<file path="src/core/irc_pkg.sv">
package irc_pkg;

  // byte addresses of the register words
  localparam logic [7:0] ADDR_EDGE_SEL   = 8'h00;
  localparam logic [7:0] ADDR_PRIM_CTL0  = 8'h04;
  localparam logic [7:0] ADDR_PRIM_CTL1  = 8'h08;
  localparam logic [7:0] ADDR_PRIM_CTL2  = 8'h0c;
  localparam logic [7:0] ADDR_GROUP0     = 8'h10;
  localparam logic [7:0] ADDR_GROUP2     = 8'h14;
  localparam logic [7:0] ADDR_GROUP3     = 8'h18;
  localparam logic [7:0] ADDR_LVD_CTL    = 8'h1c;
  localparam logic [7:0] ADDR_TOUCH_CTL  = 8'h20;
  localparam logic [7:0] ADDR_TOUCH_SLOT = 8'h24;
  localparam logic [7:0] ADDR_TOUCH_CF   = 8'h28;
  localparam logic [7:0] ADDR_TOUCH_GEN  = 8'h2c;

  localparam logic [7:0] RST_REG8 = 8'h00;

  // edge select fields
  localparam int EDGE_A_LSB = 0;
  localparam int EDGE_B_LSB = 2;
  localparam logic [1:0] EDGE_OFF  = 2'h0;
  localparam logic [1:0] EDGE_RISE = 2'h1;
  localparam logic [1:0] EDGE_FALL = 2'h2;
  localparam logic [1:0] EDGE_BOTH = 2'h3;

  // primary control 0
  localparam int C0_GIE   = 0;
  localparam int C0_PROTE = 1;
  localparam int C0_PAE   = 2;
  localparam int C0_S0E   = 3;
  localparam int C0_PROTF = 4;
  localparam int C0_PAF   = 5;
  localparam int C0_S0F   = 6;
  // primary control 1
  localparam int C1_S2E  = 1;
  localparam int C1_S3E  = 2;
  localparam int C1_TB0E = 3;
  localparam int C1_S2F  = 5;
  localparam int C1_S3F  = 6;
  localparam int C1_TB0F = 7;
  // primary control 2
  localparam int C2_TB1E = 0;
  localparam int C2_PBE  = 1;
  localparam int C2_TKE  = 2;
  localparam int C2_ADE  = 3;
  localparam int C2_TB1F = 4;
  localparam int C2_PBF  = 5;
  localparam int C2_TKF  = 6;
  localparam int C2_ADF  = 7;
  // shared groups: member 0 at enable 0 / flag 4, member 1 at enable 1 / flag 5
  localparam int G_M0E = 0;
  localparam int G_M1E = 1;
  localparam int G_M0F = 4;
  localparam int G_M1F = 5;
  // supply monitor control
  localparam int LV_SEL_LSB = 0;
  localparam int LV_EN      = 4;
  localparam int LV_OUT     = 5;
  // touch control
  localparam int TK_START   = 0;
  localparam int TK_KEY1_EN = 1;
  localparam int TK_KEY2_EN = 2;
  localparam int TK_SYSCLK  = 3;
  localparam int TK_SLOT_OV = 5;
  localparam int TK_CF_OV   = 6;
  localparam int TK_GEN_OV  = 7;

  // timing
  localparam int CLK_PERIOD_NS          = 10;
  localparam int LOW_SUPPLY_IRQ_DELAY_NS = 15000;
  localparam int LOW_SUPPLY_IRQ_CYC =
    (LOW_SUPPLY_IRQ_DELAY_NS + CLK_PERIOD_NS - 1) / CLK_PERIOD_NS;
  localparam int TK_SYS_DIV = 4;

  // vector indices in priority order, 0 highest
  localparam logic [3:0] VEC_PROT  = 4'h0;
  localparam logic [3:0] VEC_PIN_A = 4'h1;
  localparam logic [3:0] VEC_S0    = 4'h2;
  localparam logic [3:0] VEC_S2    = 4'h3;
  localparam logic [3:0] VEC_S3    = 4'h4;
  localparam logic [3:0] VEC_TB0   = 4'h5;
  localparam logic [3:0] VEC_TB1   = 4'h6;
  localparam logic [3:0] VEC_PIN_B = 4'h7;
  localparam logic [3:0] VEC_TOUCH = 4'h8;
  localparam logic [3:0] VEC_ADC   = 4'h9;
  localparam int NUM_VEC = 10;

  typedef enum logic [1:0] {
    TS_IDLE = 2'b01,
    TS_RUN  = 2'b10
  } irc_scan_e;

  // one-cycle event pulses from peripherals on the system clock
  typedef struct packed {
    logic protection;
    logic ctm_a;
    logic ctm_p;
    logic ptm_a;
    logic ptm_p;
    logic eeprom;
    logic tbase0;
    logic tbase1;
    logic adc;
  } irc_event_s;

  typedef struct packed {
    logic       req;
    logic [3:0] vec;
  } irc_irq_s;

endpackage : irc_pkg

</file>
<file path="src/core/irc_top.sv">
// Notes on behaviour
// RQ1: touch unit raises one request, on slot counter overflow; only enabled keys count.
// RQ2: slot overflow clears frequency, general, unit period and slot counters.
// RQ3: rising edge of scan start begins detection and restarts oscillators together.
// RQ4: slot overflow flag set on overflow, raises request, only software clears it.
// RQ5: frequency count overflow flag set on counter overflow, software clears it.
// RQ6: general count overflow flag set on counter overflow, software clears it.
// RQ7: three-bit supply threshold field picks one of eight levels, 000 lowest.
// RQ8: read-only bit 5 reads 1 while supply is below the selected threshold.
// RQ9: bit 4 enables the supply monitor; clearing it switches the monitor off.
// RQ10: software waits for settling and tolerates chatter on the low supply bit.
// RQ11: low supply request flag is set a fixed delay after low supply rises.
// RQ12: low supply request wakes from idle; setting the flag beforehand avoids it. Here wake is the OR of flag levels, so a flag set beforehand holds wake high.
// RQ13: two-bit edge fields per pin: off, rising, falling, both.
// RQ14: bit 0 of primary control 0 is global enable; zero blocks all interrupts.
// RQ15: each source has a read-write request flag and a separate enable bit.
// RQ16: primary control 0 holds shared0, pin a, protection flags and enables.
// RQ17: group registers hold timer, memory and low supply member flags and enables.
// RQ18: flags set on events regardless of enable; vectoring needs the enable.
// RQ19: acceptance clears global enable; requests during service are still latched.
// RQ20: any request flag being set wakes the device.
// RQ21: shared request raised when an enabled member flag becomes set.
// RQ22: pending enabled requests go out in fixed priority; accepted flag is cleared.
//
// The AHB-Lite slave port and the register offsets were decided locally.
module irc_top (
  input  wire logic              clk,
  input  wire logic              rst,
  // ahb-lite slave
  input  wire logic              hsel,
  input  wire logic [31:0]       haddr,
  input  wire logic [1:0]        htrans,
  input  wire logic              hwrite,
  input  wire logic [2:0]        hsize,
  input  wire logic [31:0]       hwdata,
  input  wire logic              hready,
  output logic                   hreadyout,
  output logic [31:0]            hrdata,
  output logic                   hresp,
  // pins and analog, asynchronous
  input  wire logic              ext_pin_a,
  input  wire logic              ext_pin_b,
  input  wire logic              supply_below,
  input  wire logic [1:0]        touch_key_osc,
  input  wire logic              touch_ref_osc,
  output logic                   supply_monitor_enable,
  output logic [2:0]             supply_threshold_sel,
  output logic                   touch_osc_run,
  // peripheral events, same clock
  input  wire irc_pkg::irc_event_s events,
  // core side
  output irc_pkg::irc_irq_s      irq,
  input  wire logic              irq_ack,
  output logic                   wake
);
  import irc_pkg::*;

  function automatic logic edge_hit(input logic [1:0] sel, input logic rise,
                                    input logic fall);
    edge_hit = (sel[0] & rise) | (sel[1] & fall);
  endfunction : edge_hit

  // ---------------- input synchronisers ----------------
  logic [5:0] sync1_ff;
  logic [5:0] sync2_ff;
  logic [5:0] sync3_ff;
  always_ff @(posedge clk) begin
    if (rst) begin
      sync1_ff <= 6'h00;
      sync2_ff <= 6'h00;
      sync3_ff <= 6'h00;
    end else begin
      sync1_ff <= {supply_below, touch_ref_osc, touch_key_osc, ext_pin_b, ext_pin_a};
      sync2_ff <= sync1_ff;
      sync3_ff <= sync2_ff;
    end
  end
  logic [4:0] rise_w;
  logic [4:0] fall_w;
  assign rise_w = sync2_ff[4:0] & ~sync3_ff[4:0];
  assign fall_w = ~sync2_ff[4:0] & sync3_ff[4:0];

  // ---------------- ahb-lite slave ----------------
  logic       wr_pend_ff;
  logic [7:0] wr_addr_ff;
  logic       take_w;
  assign take_w    = hsel & hready & htrans[1];
  assign hreadyout = 1'b1;
  assign hresp     = 1'b0;
  always_ff @(posedge clk) begin
    if (rst) begin
      wr_pend_ff <= 1'b0;
      wr_addr_ff <= 8'h00;
    end else begin
      wr_pend_ff <= take_w & hwrite;
      wr_addr_ff <= {haddr[7:2], 2'h0};
    end
  end
  function automatic logic wr_to(input logic [7:0] a, input logic pend,
                                 input logic [7:0] wa);
    wr_to = pend & (wa == a);
  endfunction : wr_to
  logic [7:0] wd;
  assign wd = hwdata[7:0];

  // ---------------- register state ----------------
  logic [7:0]  edge_sel_ff;
  logic [7:0]  ctl0_ff;
  logic [7:0]  ctl1_ff;
  logic [7:0]  ctl2_ff;
  logic [7:0]  grp0_ff;
  logic [7:0]  grp2_ff;
  logic [7:0]  grp3_ff;
  logic [4:0]  lvd_ctl_ff;
  logic [7:0]  tk_ctl_ff;
  logic [7:0]  tk_slot_preset_ff;
  logic [15:0] tk_cf_result_ff;
  logic [15:0] tk_gen_result_ff;
  logic        low_supply_out;

  // ---------------- supply monitor ----------------
  logic        lv_rise_ff;
  logic        lv_arm_ff;
  logic [15:0] lv_cnt_ff;
  logic        lv_set_w;
  assign supply_monitor_enable = lvd_ctl_ff[LV_EN];                         // [RQ9]
  assign supply_threshold_sel  = lvd_ctl_ff[LV_SEL_LSB +: 3];               // [RQ7]
  assign low_supply_out        = lvd_ctl_ff[LV_EN] & sync2_ff[5];           // [RQ8] [RQ9]
  assign lv_set_w = lv_arm_ff & low_supply_out &
                    (lv_cnt_ff == 16'(LOW_SUPPLY_IRQ_CYC - 1));
  always_ff @(posedge clk) begin
    if (rst) begin
      lv_arm_ff  <= 1'b0;
      lv_cnt_ff  <= 16'h0000;
      lv_rise_ff <= 1'b0;
    end else begin
      lv_rise_ff <= low_supply_out;
      if (!low_supply_out) begin
        lv_arm_ff <= 1'b0;
        lv_cnt_ff <= 16'h0000;
      end else if (!lv_rise_ff) begin
        lv_arm_ff <= 1'b1;
        lv_cnt_ff <= 16'h0000;
      end else if (lv_set_w) begin
        lv_arm_ff <= 1'b0;                                                  // [RQ11]
      end else if (lv_arm_ff) begin
        lv_cnt_ff <= lv_cnt_ff + 16'h0001;
      end
    end
  end

  // ---------------- touch scan ----------------
  irc_scan_e   scan_ff;
  logic        start_d_ff;
  logic [1:0]  div_ff;
  logic [4:0]  unit_cnt_ff;
  logic [7:0]  slot_cnt_ff;
  logic [15:0] cf_cnt_ff;
  logic [15:0] gen_cnt_ff;
  logic        sys_tick_w;
  logic        slot_tick_w;
  logic        unit_wrap_w;
  logic        slot_ovf_w;
  logic        cf_inc_w;
  logic        cf_ovf_w;
  logic        gen_ovf_w;
  logic        start_rise_w;
  logic        running_w;
  assign running_w    = (scan_ff == TS_RUN);
  assign start_rise_w = tk_ctl_ff[TK_START] & ~start_d_ff;
  assign sys_tick_w   = (div_ff == 2'(TK_SYS_DIV - 1));
  assign slot_tick_w  = running_w & (tk_ctl_ff[TK_SYSCLK] ? sys_tick_w : rise_w[4]);
  assign unit_wrap_w  = slot_tick_w & (unit_cnt_ff == 5'h1f);
  assign slot_ovf_w   = unit_wrap_w & (slot_cnt_ff == 8'hff);
  assign cf_inc_w     = running_w & ((rise_w[2] & tk_ctl_ff[TK_KEY1_EN]) |
                                     (rise_w[3] & tk_ctl_ff[TK_KEY2_EN])); // [RQ1]
  assign cf_ovf_w     = cf_inc_w & (cf_cnt_ff == 16'hffff);
  assign gen_ovf_w    = slot_tick_w & (gen_cnt_ff == 16'hffff);
  assign touch_osc_run = running_w;

  always_ff @(posedge clk) begin
    if (rst) begin
      scan_ff    <= TS_IDLE;
      start_d_ff <= 1'b0;
      div_ff     <= 2'h0;
    end else begin
      start_d_ff <= tk_ctl_ff[TK_START];
      div_ff     <= sys_tick_w ? 2'h0 : div_ff + 2'h1;
      unique case (scan_ff)
        TS_IDLE: if (start_rise_w) scan_ff <= TS_RUN;                       // [RQ3]
        TS_RUN:  if (slot_ovf_w || !tk_ctl_ff[TK_START]) scan_ff <= TS_IDLE;
      endcase
    end
  end

  always_ff @(posedge clk) begin
    if (rst) begin
      unit_cnt_ff <= 5'h00;
      slot_cnt_ff <= 8'h00;
      cf_cnt_ff   <= 16'h0000;
      gen_cnt_ff  <= 16'h0000;
    end else if (slot_ovf_w) begin
      unit_cnt_ff <= 5'h00;                                                 // [RQ2]
      slot_cnt_ff <= 8'h00;
      cf_cnt_ff   <= 16'h0000;
      gen_cnt_ff  <= 16'h0000;
    end else if (!tk_ctl_ff[TK_START]) begin
      unit_cnt_ff <= 5'h00;
      cf_cnt_ff   <= 16'h0000;
      gen_cnt_ff  <= 16'h0000;
    end else if (start_rise_w && !running_w) begin
      unit_cnt_ff <= 5'h00;                                                 // [RQ3]
      slot_cnt_ff <= tk_slot_preset_ff;
      cf_cnt_ff   <= 16'h0000;
      gen_cnt_ff  <= 16'h0000;
    end else begin
      if (slot_tick_w) unit_cnt_ff <= unit_cnt_ff + 5'h01;
      if (unit_wrap_w) slot_cnt_ff <= slot_cnt_ff + 8'h01;
      if (slot_tick_w) gen_cnt_ff  <= gen_cnt_ff + 16'h0001;
      if (cf_inc_w)    cf_cnt_ff   <= cf_cnt_ff + 16'h0001;
    end
  end

  // results held for software once the counters are wiped
  always_ff @(posedge clk) begin
    if (rst) begin
      tk_cf_result_ff  <= 16'h0000;
      tk_gen_result_ff <= 16'h0000;
    end else if (slot_ovf_w) begin
      tk_cf_result_ff  <= cf_cnt_ff;
      tk_gen_result_ff <= gen_cnt_ff;
    end
  end

  // ---------------- edge detect on pins ----------------
  logic pin_a_ev_w;
  logic pin_b_ev_w;
  assign pin_a_ev_w = edge_hit(edge_sel_ff[EDGE_A_LSB +: 2], rise_w[0], fall_w[0]); // [RQ13]
  assign pin_b_ev_w = edge_hit(edge_sel_ff[EDGE_B_LSB +: 2], rise_w[1], fall_w[1]); // [RQ13]

  // ---------------- shared groups ----------------
  logic [2:0] grp_hit_w;
  logic [2:0] grp_hit_d_ff;
  logic [2:0] grp_rise_w;
  assign grp_hit_w[0] = |(grp0_ff[G_M1F:G_M0F] & grp0_ff[G_M1E:G_M0E]);   // [RQ21]
  assign grp_hit_w[1] = |(grp2_ff[G_M1F:G_M0F] & grp2_ff[G_M1E:G_M0E]);
  assign grp_hit_w[2] = |(grp3_ff[G_M1F:G_M0F] & grp3_ff[G_M1E:G_M0E]);
  assign grp_rise_w   = grp_hit_w & ~grp_hit_d_ff;
  always_ff @(posedge clk) begin
    if (rst) grp_hit_d_ff <= 3'h0;
    else     grp_hit_d_ff <= grp_hit_w;
  end

  always_ff @(posedge clk) begin
    if (rst) begin
      grp0_ff <= RST_REG8;
      grp2_ff <= RST_REG8;
      grp3_ff <= RST_REG8;
    end else begin
      // member flags: event sets regardless of enable, set wins over write [RQ17] [RQ18]
      grp0_ff <= (wr_to(ADDR_GROUP0, wr_pend_ff, wr_addr_ff) ? (wd & 8'h33) : grp0_ff)
                 | {2'h0, events.ctm_a, events.ctm_p, 4'h0};
      grp2_ff <= (wr_to(ADDR_GROUP2, wr_pend_ff, wr_addr_ff) ? (wd & 8'h33) : grp2_ff)
                 | {2'h0, events.ptm_a, events.ptm_p, 4'h0};
      grp3_ff <= (wr_to(ADDR_GROUP3, wr_pend_ff, wr_addr_ff) ? (wd & 8'h33) : grp3_ff)
                 | {2'h0, events.eeprom, lv_set_w, 4'h0};                   // [RQ11] [RQ12]
    end
  end

  // ---------------- primary flags ----------------
  logic [NUM_VEC-1:0] pend_w;
  logic [NUM_VEC-1:0] ack_clr_w;
  logic               take_ack_w;
  assign take_ack_w = irq_ack & irq.req;
  always_comb begin
    ack_clr_w = '0;
    if (take_ack_w) ack_clr_w[irq.vec] = 1'b1;                              // [RQ22]
  end

  always_ff @(posedge clk) begin
    if (rst) begin
      edge_sel_ff <= RST_REG8;
      ctl0_ff     <= RST_REG8;
      ctl1_ff     <= RST_REG8;
      ctl2_ff     <= RST_REG8;
    end else begin
      if (wr_to(ADDR_EDGE_SEL, wr_pend_ff, wr_addr_ff)) edge_sel_ff <= wd & 8'h0f;
      ctl0_ff <= ((wr_to(ADDR_PRIM_CTL0, wr_pend_ff, wr_addr_ff) ? (wd & 8'h7f) : ctl0_ff)
                  & ~{1'b0, ack_clr_w[VEC_S0], ack_clr_w[VEC_PIN_A],
                      ack_clr_w[VEC_PROT], 3'h0, take_ack_w})              // [RQ19]
                 | {1'b0, grp_rise_w[0], pin_a_ev_w, events.protection, 4'h0}; // [RQ16] [RQ18]
      ctl1_ff <= ((wr_to(ADDR_PRIM_CTL1, wr_pend_ff, wr_addr_ff) ? (wd & 8'hee) : ctl1_ff)
                  & ~{ack_clr_w[VEC_TB0], ack_clr_w[VEC_S3], ack_clr_w[VEC_S2], 5'h00})
                 | {events.tbase0, grp_rise_w[2], grp_rise_w[1], 5'h00};    // [RQ15]
      ctl2_ff <= ((wr_to(ADDR_PRIM_CTL2, wr_pend_ff, wr_addr_ff) ? wd : ctl2_ff)
                  & ~{ack_clr_w[VEC_ADC], ack_clr_w[VEC_TOUCH], ack_clr_w[VEC_PIN_B],
                      ack_clr_w[VEC_TB1], 4'h0})
                 | {events.adc, slot_ovf_w, pin_b_ev_w, events.tbase1, 4'h0}; // [RQ1] [RQ4]
    end
  end

  // ---------------- touch and monitor control registers ----------------
  always_ff @(posedge clk) begin
    if (rst) begin
      tk_ctl_ff         <= RST_REG8;
      tk_slot_preset_ff <= RST_REG8;
      lvd_ctl_ff        <= 5'h00;
    end else begin
      if (wr_to(ADDR_TOUCH_SLOT, wr_pend_ff, wr_addr_ff)) tk_slot_preset_ff <= wd;
      if (wr_to(ADDR_LVD_CTL, wr_pend_ff, wr_addr_ff)) lvd_ctl_ff <= wd[4:0] & 5'h17;
      // flags only cleared by software, hardware set wins [RQ4] [RQ5] [RQ6]
      tk_ctl_ff <= (wr_to(ADDR_TOUCH_CTL, wr_pend_ff, wr_addr_ff) ? (wd & 8'hef) : tk_ctl_ff)
                   | {gen_ovf_w, cf_ovf_w, slot_ovf_w, 5'h00};
    end
  end

  // ---------------- priority and core request ----------------
  assign pend_w = {ctl2_ff[C2_ADF] & ctl2_ff[C2_ADE],
                   ctl2_ff[C2_TKF] & ctl2_ff[C2_TKE],
                   ctl2_ff[C2_PBF] & ctl2_ff[C2_PBE],
                   ctl2_ff[C2_TB1F] & ctl2_ff[C2_TB1E],
                   ctl1_ff[C1_TB0F] & ctl1_ff[C1_TB0E],
                   ctl1_ff[C1_S3F] & ctl1_ff[C1_S3E],
                   ctl1_ff[C1_S2F] & ctl1_ff[C1_S2E],
                   ctl0_ff[C0_S0F] & ctl0_ff[C0_S0E],
                   ctl0_ff[C0_PAF] & ctl0_ff[C0_PAE],
                   ctl0_ff[C0_PROTF] & ctl0_ff[C0_PROTE]};                  // [RQ18]

  logic [3:0] nxt_vec;
  always_comb begin
    nxt_vec = 4'h0;
    for (int i = NUM_VEC - 1; i >= 0; i--) begin
      if (pend_w[i]) nxt_vec = 4'(i);                                       // [RQ22]
    end
  end

  always_ff @(posedge clk) begin
    if (rst) begin
      irq <= '0;
    end else begin
      irq.req <= ctl0_ff[C0_GIE] & (|pend_w) & ~take_ack_w;                 // [RQ14]
      irq.vec <= nxt_vec;
    end
  end

  always_ff @(posedge clk) begin
    if (rst) wake <= 1'b0;
    else     wake <= (|ctl0_ff[C0_S0F:C0_PROTF]) | (|ctl1_ff[C1_TB0F:C1_S2F])
                   | (|ctl2_ff[C2_ADF:C2_TB1F]) | (|grp0_ff[G_M1F:G_M0F])
                   | (|grp2_ff[G_M1F:G_M0F]) | (|grp3_ff[G_M1F:G_M0F]);     // [RQ12] [RQ20]
  end

  // ---------------- read data ----------------
  logic [31:0] nxt_rdata;
  always_comb begin
    unique case ({haddr[7:2], 2'h0})
      ADDR_EDGE_SEL:   nxt_rdata = {24'h0, edge_sel_ff};
      ADDR_PRIM_CTL0:  nxt_rdata = {24'h0, ctl0_ff};
      ADDR_PRIM_CTL1:  nxt_rdata = {24'h0, ctl1_ff};
      ADDR_PRIM_CTL2:  nxt_rdata = {24'h0, ctl2_ff};
      ADDR_GROUP0:     nxt_rdata = {24'h0, grp0_ff};
      ADDR_GROUP2:     nxt_rdata = {24'h0, grp2_ff};
      ADDR_GROUP3:     nxt_rdata = {24'h0, grp3_ff};
      ADDR_LVD_CTL:    nxt_rdata = {26'h0, low_supply_out, lvd_ctl_ff};    // [RQ8]
      ADDR_TOUCH_CTL:  nxt_rdata = {24'h0, tk_ctl_ff[7:5], running_w, tk_ctl_ff[3:0]};
      ADDR_TOUCH_SLOT: nxt_rdata = {24'h0, tk_slot_preset_ff};
      ADDR_TOUCH_CF:   nxt_rdata = {16'h0, tk_cf_result_ff};
      ADDR_TOUCH_GEN:  nxt_rdata = {16'h0, tk_gen_result_ff};
      default:         nxt_rdata = 32'h0000_0000;
    endcase
  end
  always_ff @(posedge clk) begin
    if (rst)                  hrdata <= 32'h0000_0000;
    else if (take_w && !hwrite) hrdata <= nxt_rdata;
  end

  logic tk_wr_w;
  assign tk_wr_w = wr_to(ADDR_TOUCH_CTL, wr_pend_ff, wr_addr_ff);
endmodule : irc_top

</file>
<file path="config.mk">
export PLATFORM = sky130hd
export DESIGN_NAME = irc_top
export DESIGN_NICKNAME = d
export VERILOG_FILES = /design/src/core/irc_pkg.sv /design/src/core/irc_top.sv
export SDC_FILE = /design/constraint.sdc
export NUM_CORES = 1
export LEC_CHECK = 0
export BUFFER_PORTS_ARGS = -buffer_cell sky130_fd_sc_hd__buf_2
export CAP_MARGIN = 20
export CORE_MARGIN = 2
export CORE_UTILIZATION = 30
export CTS_BUF_LIST = sky130_fd_sc_hd__clkbuf_4 sky130_fd_sc_hd__clkbuf_8
export CTS_CLUSTER_SIZE = 25
export DETAILED_ROUTE_END_ITERATION = 10
export GPL_TIMING_DRIVEN = 1
export MAX_ROUTING_LAYER = met4
export SLEW_MARGIN = 20
export SYNTH_ARGS = -nofsm -noshare
export SYNTH_HDL_FRONTEND = slang
export SYNTH_SLANG_ARGS = --single-unit
</file>
<file path="constraint.sdc">
create_clock -name clk -period 1.9 [get_ports clk]
set_input_delay 0.38 -clock clk [delete_from_list [all_inputs] [get_ports clk]]
set_output_delay 0.38 -clock clk [all_outputs]
set_load 0.005 [all_outputs]
</file>
Yosys cells after proc, flatten, opt, wreduce, memory -nomap -nowiden. Index checks and enable logic that the tools add are counted.

Register bits after elaboration: 239. Output and inout port bits: 45.

Add/subtract/negate cells: 6. Magnitude comparators: 2. Equality and inequality tests: 31. Multiplexer cells: 28. Bitwise logic cells: 78. Reduce and logical (&&, ||, !) cells: 32.

Operators with widths (count): $pmux W16 S12 (1); $mux W8 (9); $add A16 B1 Y16 const B (3); $and A1 B1 Y1 (42); $eq A16 B16 Y1 const B (2); $eq A8 B5 Y1 const B (4); $and A8 B8 Y8 (3); $eq A6 B3 Y1 const B (4); $eq A6 B4 Y1 const B (4); $or A8 B6 Y8 (3); $or A8 B8 Y8 (3); $reduce_or A2 Y1 (10); $eq A16 B11 Y1 const B (1); $eq A8 B4 Y1 const B (2); $eq A8 B6 Y1 const B (2); $not A8 Y8 (2); $eq A6 B2 Y1 const B (2); $mux W3 (4); $reduce_or A3 Y1 (4); $mux W10 (1); $reduce_or A10 Y1 (1); $reduce_or A9 Y1 (1); $add A8 B1 Y8 const B (1); $and A2 B2 Y2 (4); 35 further kinds (64).

Depth between registers and ports, before layout.
Word-level depth: 10. Gate-level depth with buffers: 9. Mapped depth without buffers: 7.

Least setup slack after synthesis. Ideal clock, no wire load.

Path kind: reg2reg. Start: register wr_addr_ff[4]. End: register ctl1_ff[7]. Setup time: 0.125 ns. Arrival time: 1.735 ns. Path slack: 0.040 ns. Cell stages (with the launch flop): 7. Buffers on the path: 1. Clock period less this slack: 1.860 ns. Cell sequence: dfxtp_1 > or4_1 > buf_2 > nor3_4 > mux2_4 > a21oi_2 > nor2_2.

Word-level cells in the longest chain between the ends: 5.

Ends and longest elaborated chain: from (decl) (line irc_top.sv:85) `logic [7:0] wr_addr_ff;`; from (signal assigned) (line irc_top.sv:96) `wr_addr_ff <= {haddr[7:2], 2'h0};`; $eq A8 B4 Y1 (line irc_top.sv:101) `wr_to = pend & (wa == a);`; $and A1 B1 Y1 (line irc_top.sv:101); $mux W8 (line irc_top.sv:292) `ctl1_ff <= ((wr_to(ADDR_PRIM_CTL1, wr_pend_ff, wr_addr_ff) ? (wd & 8'hee) : ctl1_ff)`; $and A8 B8 Y8 (line irc_top.sv:293) `& ~{ack_clr_w[VEC_TB0], ack_clr_w[VEC_S3], ack_clr_w[VEC_S2], 5'h00})`; $or A8 B8 Y8 (line irc_top.sv:294) `| {events.tbase0, grp_rise_w[2], grp_rise_w[1], 5'h00};`; to (signal assigned) (line irc_top.sv:292); to (decl) (line irc_top.sv:109) `logic [7:0] ctl1_ff;`.

Every way passes these cells. A chain may end at the register's enable or synchronous reset.

Worst setup path after layout.
Start: register wr_addr_ff[5]. End: register ctl0_ff[4].

Word-level cells in the longest chain between the ends: 5.

Ends and longest elaborated chain: $eq A8 B3 Y1 (line irc_top.sv:101); $and A1 B1 Y1 (line irc_top.sv:101); $mux W8 (line irc_top.sv:288) `ctl0_ff <= ((wr_to(ADDR_PRIM_CTL0, wr_pend_ff, wr_addr_ff) ? (wd & 8'h7f) : ctl0_ff)`; $and A8 B8 Y8 (line irc_top.sv:289) `& ~{1'b0, ack_clr_w[VEC_S0], ack_clr_w[VEC_PIN_A],`; $or A8 B7 Y8 (line irc_top.sv:291) `| {1'b0, grp_rise_w[0], pin_a_ev_w, events.protection, 4'h0};`; to (signal assigned) (line irc_top.sv:288); to (decl) (line irc_top.sv:108) `logic [7:0] ctl0_ff;`.

Every way passes these cells.

==> metrics.cfg <==
[sta]
hold_viol_final=0
grt_setup_unrepaired=false
layout_setup_ws_ns=0.0846
fin_crit_ns=1.82
fin_crit_sh_pct=95.5
setup-tns-final_ns=0
worst_pin_slew_ns=0.540
setup_violations=0
fmax_mhz=551
finClkSkew_ns=0.0116
drv_slew=0
slew_headroom_pct=63.9

[route]
vias_per_cell=5.01
ant_nets=0
drc=0
drt_pass1_iterations=5
drt_iter0_drc=616
post_drt_wl_per_cell_um=16.2
wirelength_mm=24.9
via_count=7691

[clock_tree]
clock_path_buffers=3
clk_latency_ns=0.51
cts_setup_buffers=0
htreeDepth=2
cts-root-buf=clkbuf_8
cts_tree=done
clkSinkCount=205
clk_transition_reported_paths_ns=0.06
numCtsBuffers=35

[floorplan]
die-area_um2=31500
core.rowCount=63
die_w_um=177
initial_utilization_pct=30.4
coreArea_um2=29600
die_h_um=177
io_pins=135

[global_route]
grt_overflow_total=0
grt_usage_pct=15.7
antenna_found_initial=2
grt_max_degree=44
grt_pass1_wl_mm=38.0
grt_pass1_vias=7110

[setup_path]
worstPathArrival_ns=2.22
critPathLaunchType=flop
required_ns=2.31
crit_chain=or4_4 -> buf_4 -> nor2_2 -> mux2_2 -> a21oi_1 -> nor2_1
cpPeakStageDelay_ns=0.60
endpoint_kind=flop
cp_max_fo=5
path_delay_family=simple AND/OR/NAND/NOR gates
path_buf_inv=1
slowest_stage=or4_4
regToRegStartpoint=wr_addr_ff[5]$_SDFF_PP0_
timing.critical_path.from=wr_addr_ff[5]$_SDFF_PP0_
path_class=flop to flop

[layout]
multiInputGateArea_um2=4640
final_cell_mix=dfxtp_1 (205), nand2_1 (139), nor2_1 (105), a21oi_1 (84), buf_2 (61)
fin_nets=1216
instances_no_fill=1535
drive_gt1_share_pct=19.8
final_area_um2=10900
final_common_cell=dfxtp_1
areaGrowthSynthToFinish_pct=20.7
n_fill_cell=3070
seqCellArea_um2=4100

[placed_design]
dp_cells=1469
hpwl_mm=17.2
dp_slack_ns=-0.0198
gp_routability_congestion=0.883
numPortBuffers=62
place_area_um2=9970

[synth]
syn_avg_cell_area_um2=8.79
async_flop_share_pct=0
synth_edf_count=0
synthCells=1026
synth_seq_area_share_pct=45.5
synth_area_um2=9020
ys_seq_elements=205
synth_cell_types=61
synth-warning-count=0
synth_flop_cell=dfxtp_1

[power]
sequentialPowerShare_pct=49.3
power_density_nw_per_um2=819
p_sw_uw=2000
ir_drop_uv=330
p_clk_share_pct=46.6
p_sw_share_pct=22.4
p_leak_uw=0.00410
p_comb_share_pct=4.2
p_int_uw=6920

[flow_run]
maxCapViolCount=0

[hold_path]
min_path_type=primary input to flop
min_from=irq_ack

[outcome]
outcome=complete, no violations

-- metrics by stage --
stage	util [%]	hold WS [ns]	total power, µW
floorplan	-	0.407	4700
global placement	33.6	0.416	4840
detailed placement	33.6	0.422	4850
CTS	36.2	0.0536	9020
global route	36.7	0.0555	9250
finish	36.7	0.0756	8910
-- synth_stat cells (17+ instances only) --
| library cell | instances | area [µm²] |
|---|---|---|
| a21oi_1 | 84 | 420 |
| buf_4 | 21 | 158 |
| o21ai_0 | 40 | 200 |
| and3_1 | 22 | 138 |
| nor2b_1 | 32 | 200 |
| clkbuf_1 | 37 | 139 |
| mux2_2 | 17 | 191 |
| dfxtp_1 | 205 | 4100 |
| nand2_1 | 139 | 522 |
| xor2_1 | 31 | 272 |
| nand3_1 | 29 | 145 |
| nand4_1 | 34 | 213 |
| nor2_1 | 105 | 394 |
| mux2i_1 | 46 | 460 |
-- power groups by stage --
stage / clock [µW] / sequential (µW) / combinational, µW
after floorplan: 0 / 4460 / 235
after global placement: 0 / 4480 / 362
after detailed placement: 0 / 4480 / 366
after CTS: 4260 / 4390 / 369
after global routing: 4450 / 4390 / 407
final: 4150 / 4390 / 372
-- per-layer routing --
layer / vias up / global-route usage (%) / share of wire (%)
li1: 3752 / - / -
met1: 3687 / 19.8 / 45
met2: 205 / 25.2 / 47
met3: 47 / 3.26 / 5.9
met4: 0 / 4.82 / 2.5
met5: - / - / 0
-- area by class of cell --
class                   count  area share, %
clock inverters             3          0.207
multi-input cells         750           42.7
well taps                 390           4.48
repair buffers            114           7.75
diodes                      2         0.0460
clock buffers              58           6.70
flip-flops and latches    205           37.7
inverters                  13          0.448
-- repair_timing --
action	4_1_cts	5_1_grt
gates resized for setup	2	16
pin swaps	0	2
setup endpoints to repair	6	72
hold buffers	0	0
cloned	0	3
-- registers in the layout, summed over array words and instances (netlist names), 6 cells and up --
| signal | cells |
|---|---|
| tk_ctl_ff | 7 |
| ctl2_ff | 8 |
| ctl1_ff | 6 |
| wr_addr_ff | 6 |
| slot_cnt_ff | 8 |
| sync1_ff | 6 |
| ctl0_ff | 7 |
| sync2_ff | 6 |
| tk_gen_result_ff | 16 |
| gen_cnt_ff | 16 |
| tk_slot_preset_ff | 8 |
| lv_cnt_ff | 16 |
| hrdata | 16 |
| cf_cnt_ff | 16 |
| tk_cf_result_ff | 16 |
-- logic make-up (layout without fill, tap and decap cells) --
family	count (synthesis)	after routing	share of synthesized area [%]
multiplexers	73	73	9.64
other	2	20	0.0833
adder cells (fa/ha/maj)	7	7	0.971
buffers and inverters	87	188	4.65
flip-flops	205	205	45.5
XOR/XNOR	46	46	4.47
AND/OR/NAND/NOR	432	432	23.5
AO/OA/AOI/OAI	174	174	11.2
-- worst paths after layout --
| kind | endpoint | slack, ns | cells after the start |
|---|---|---|---|
| setup / recovery | ctl0_ff[4]$_SDFF_PP0_ | 0.08 | 6 |
| setup reg to reg | ctl0_ff[4]$_SDFF_PP0_ | 0.08 | 6 |
| hold reg to reg | sync2_ff[4]$_SDFF_PP0_ | 0.43 | 1 |
| hold / removal | ctl0_ff[0]$_SDFF_PP0_ | 0.08 | 2 |
Note: power is estimated with default switching activity, not from simulation.
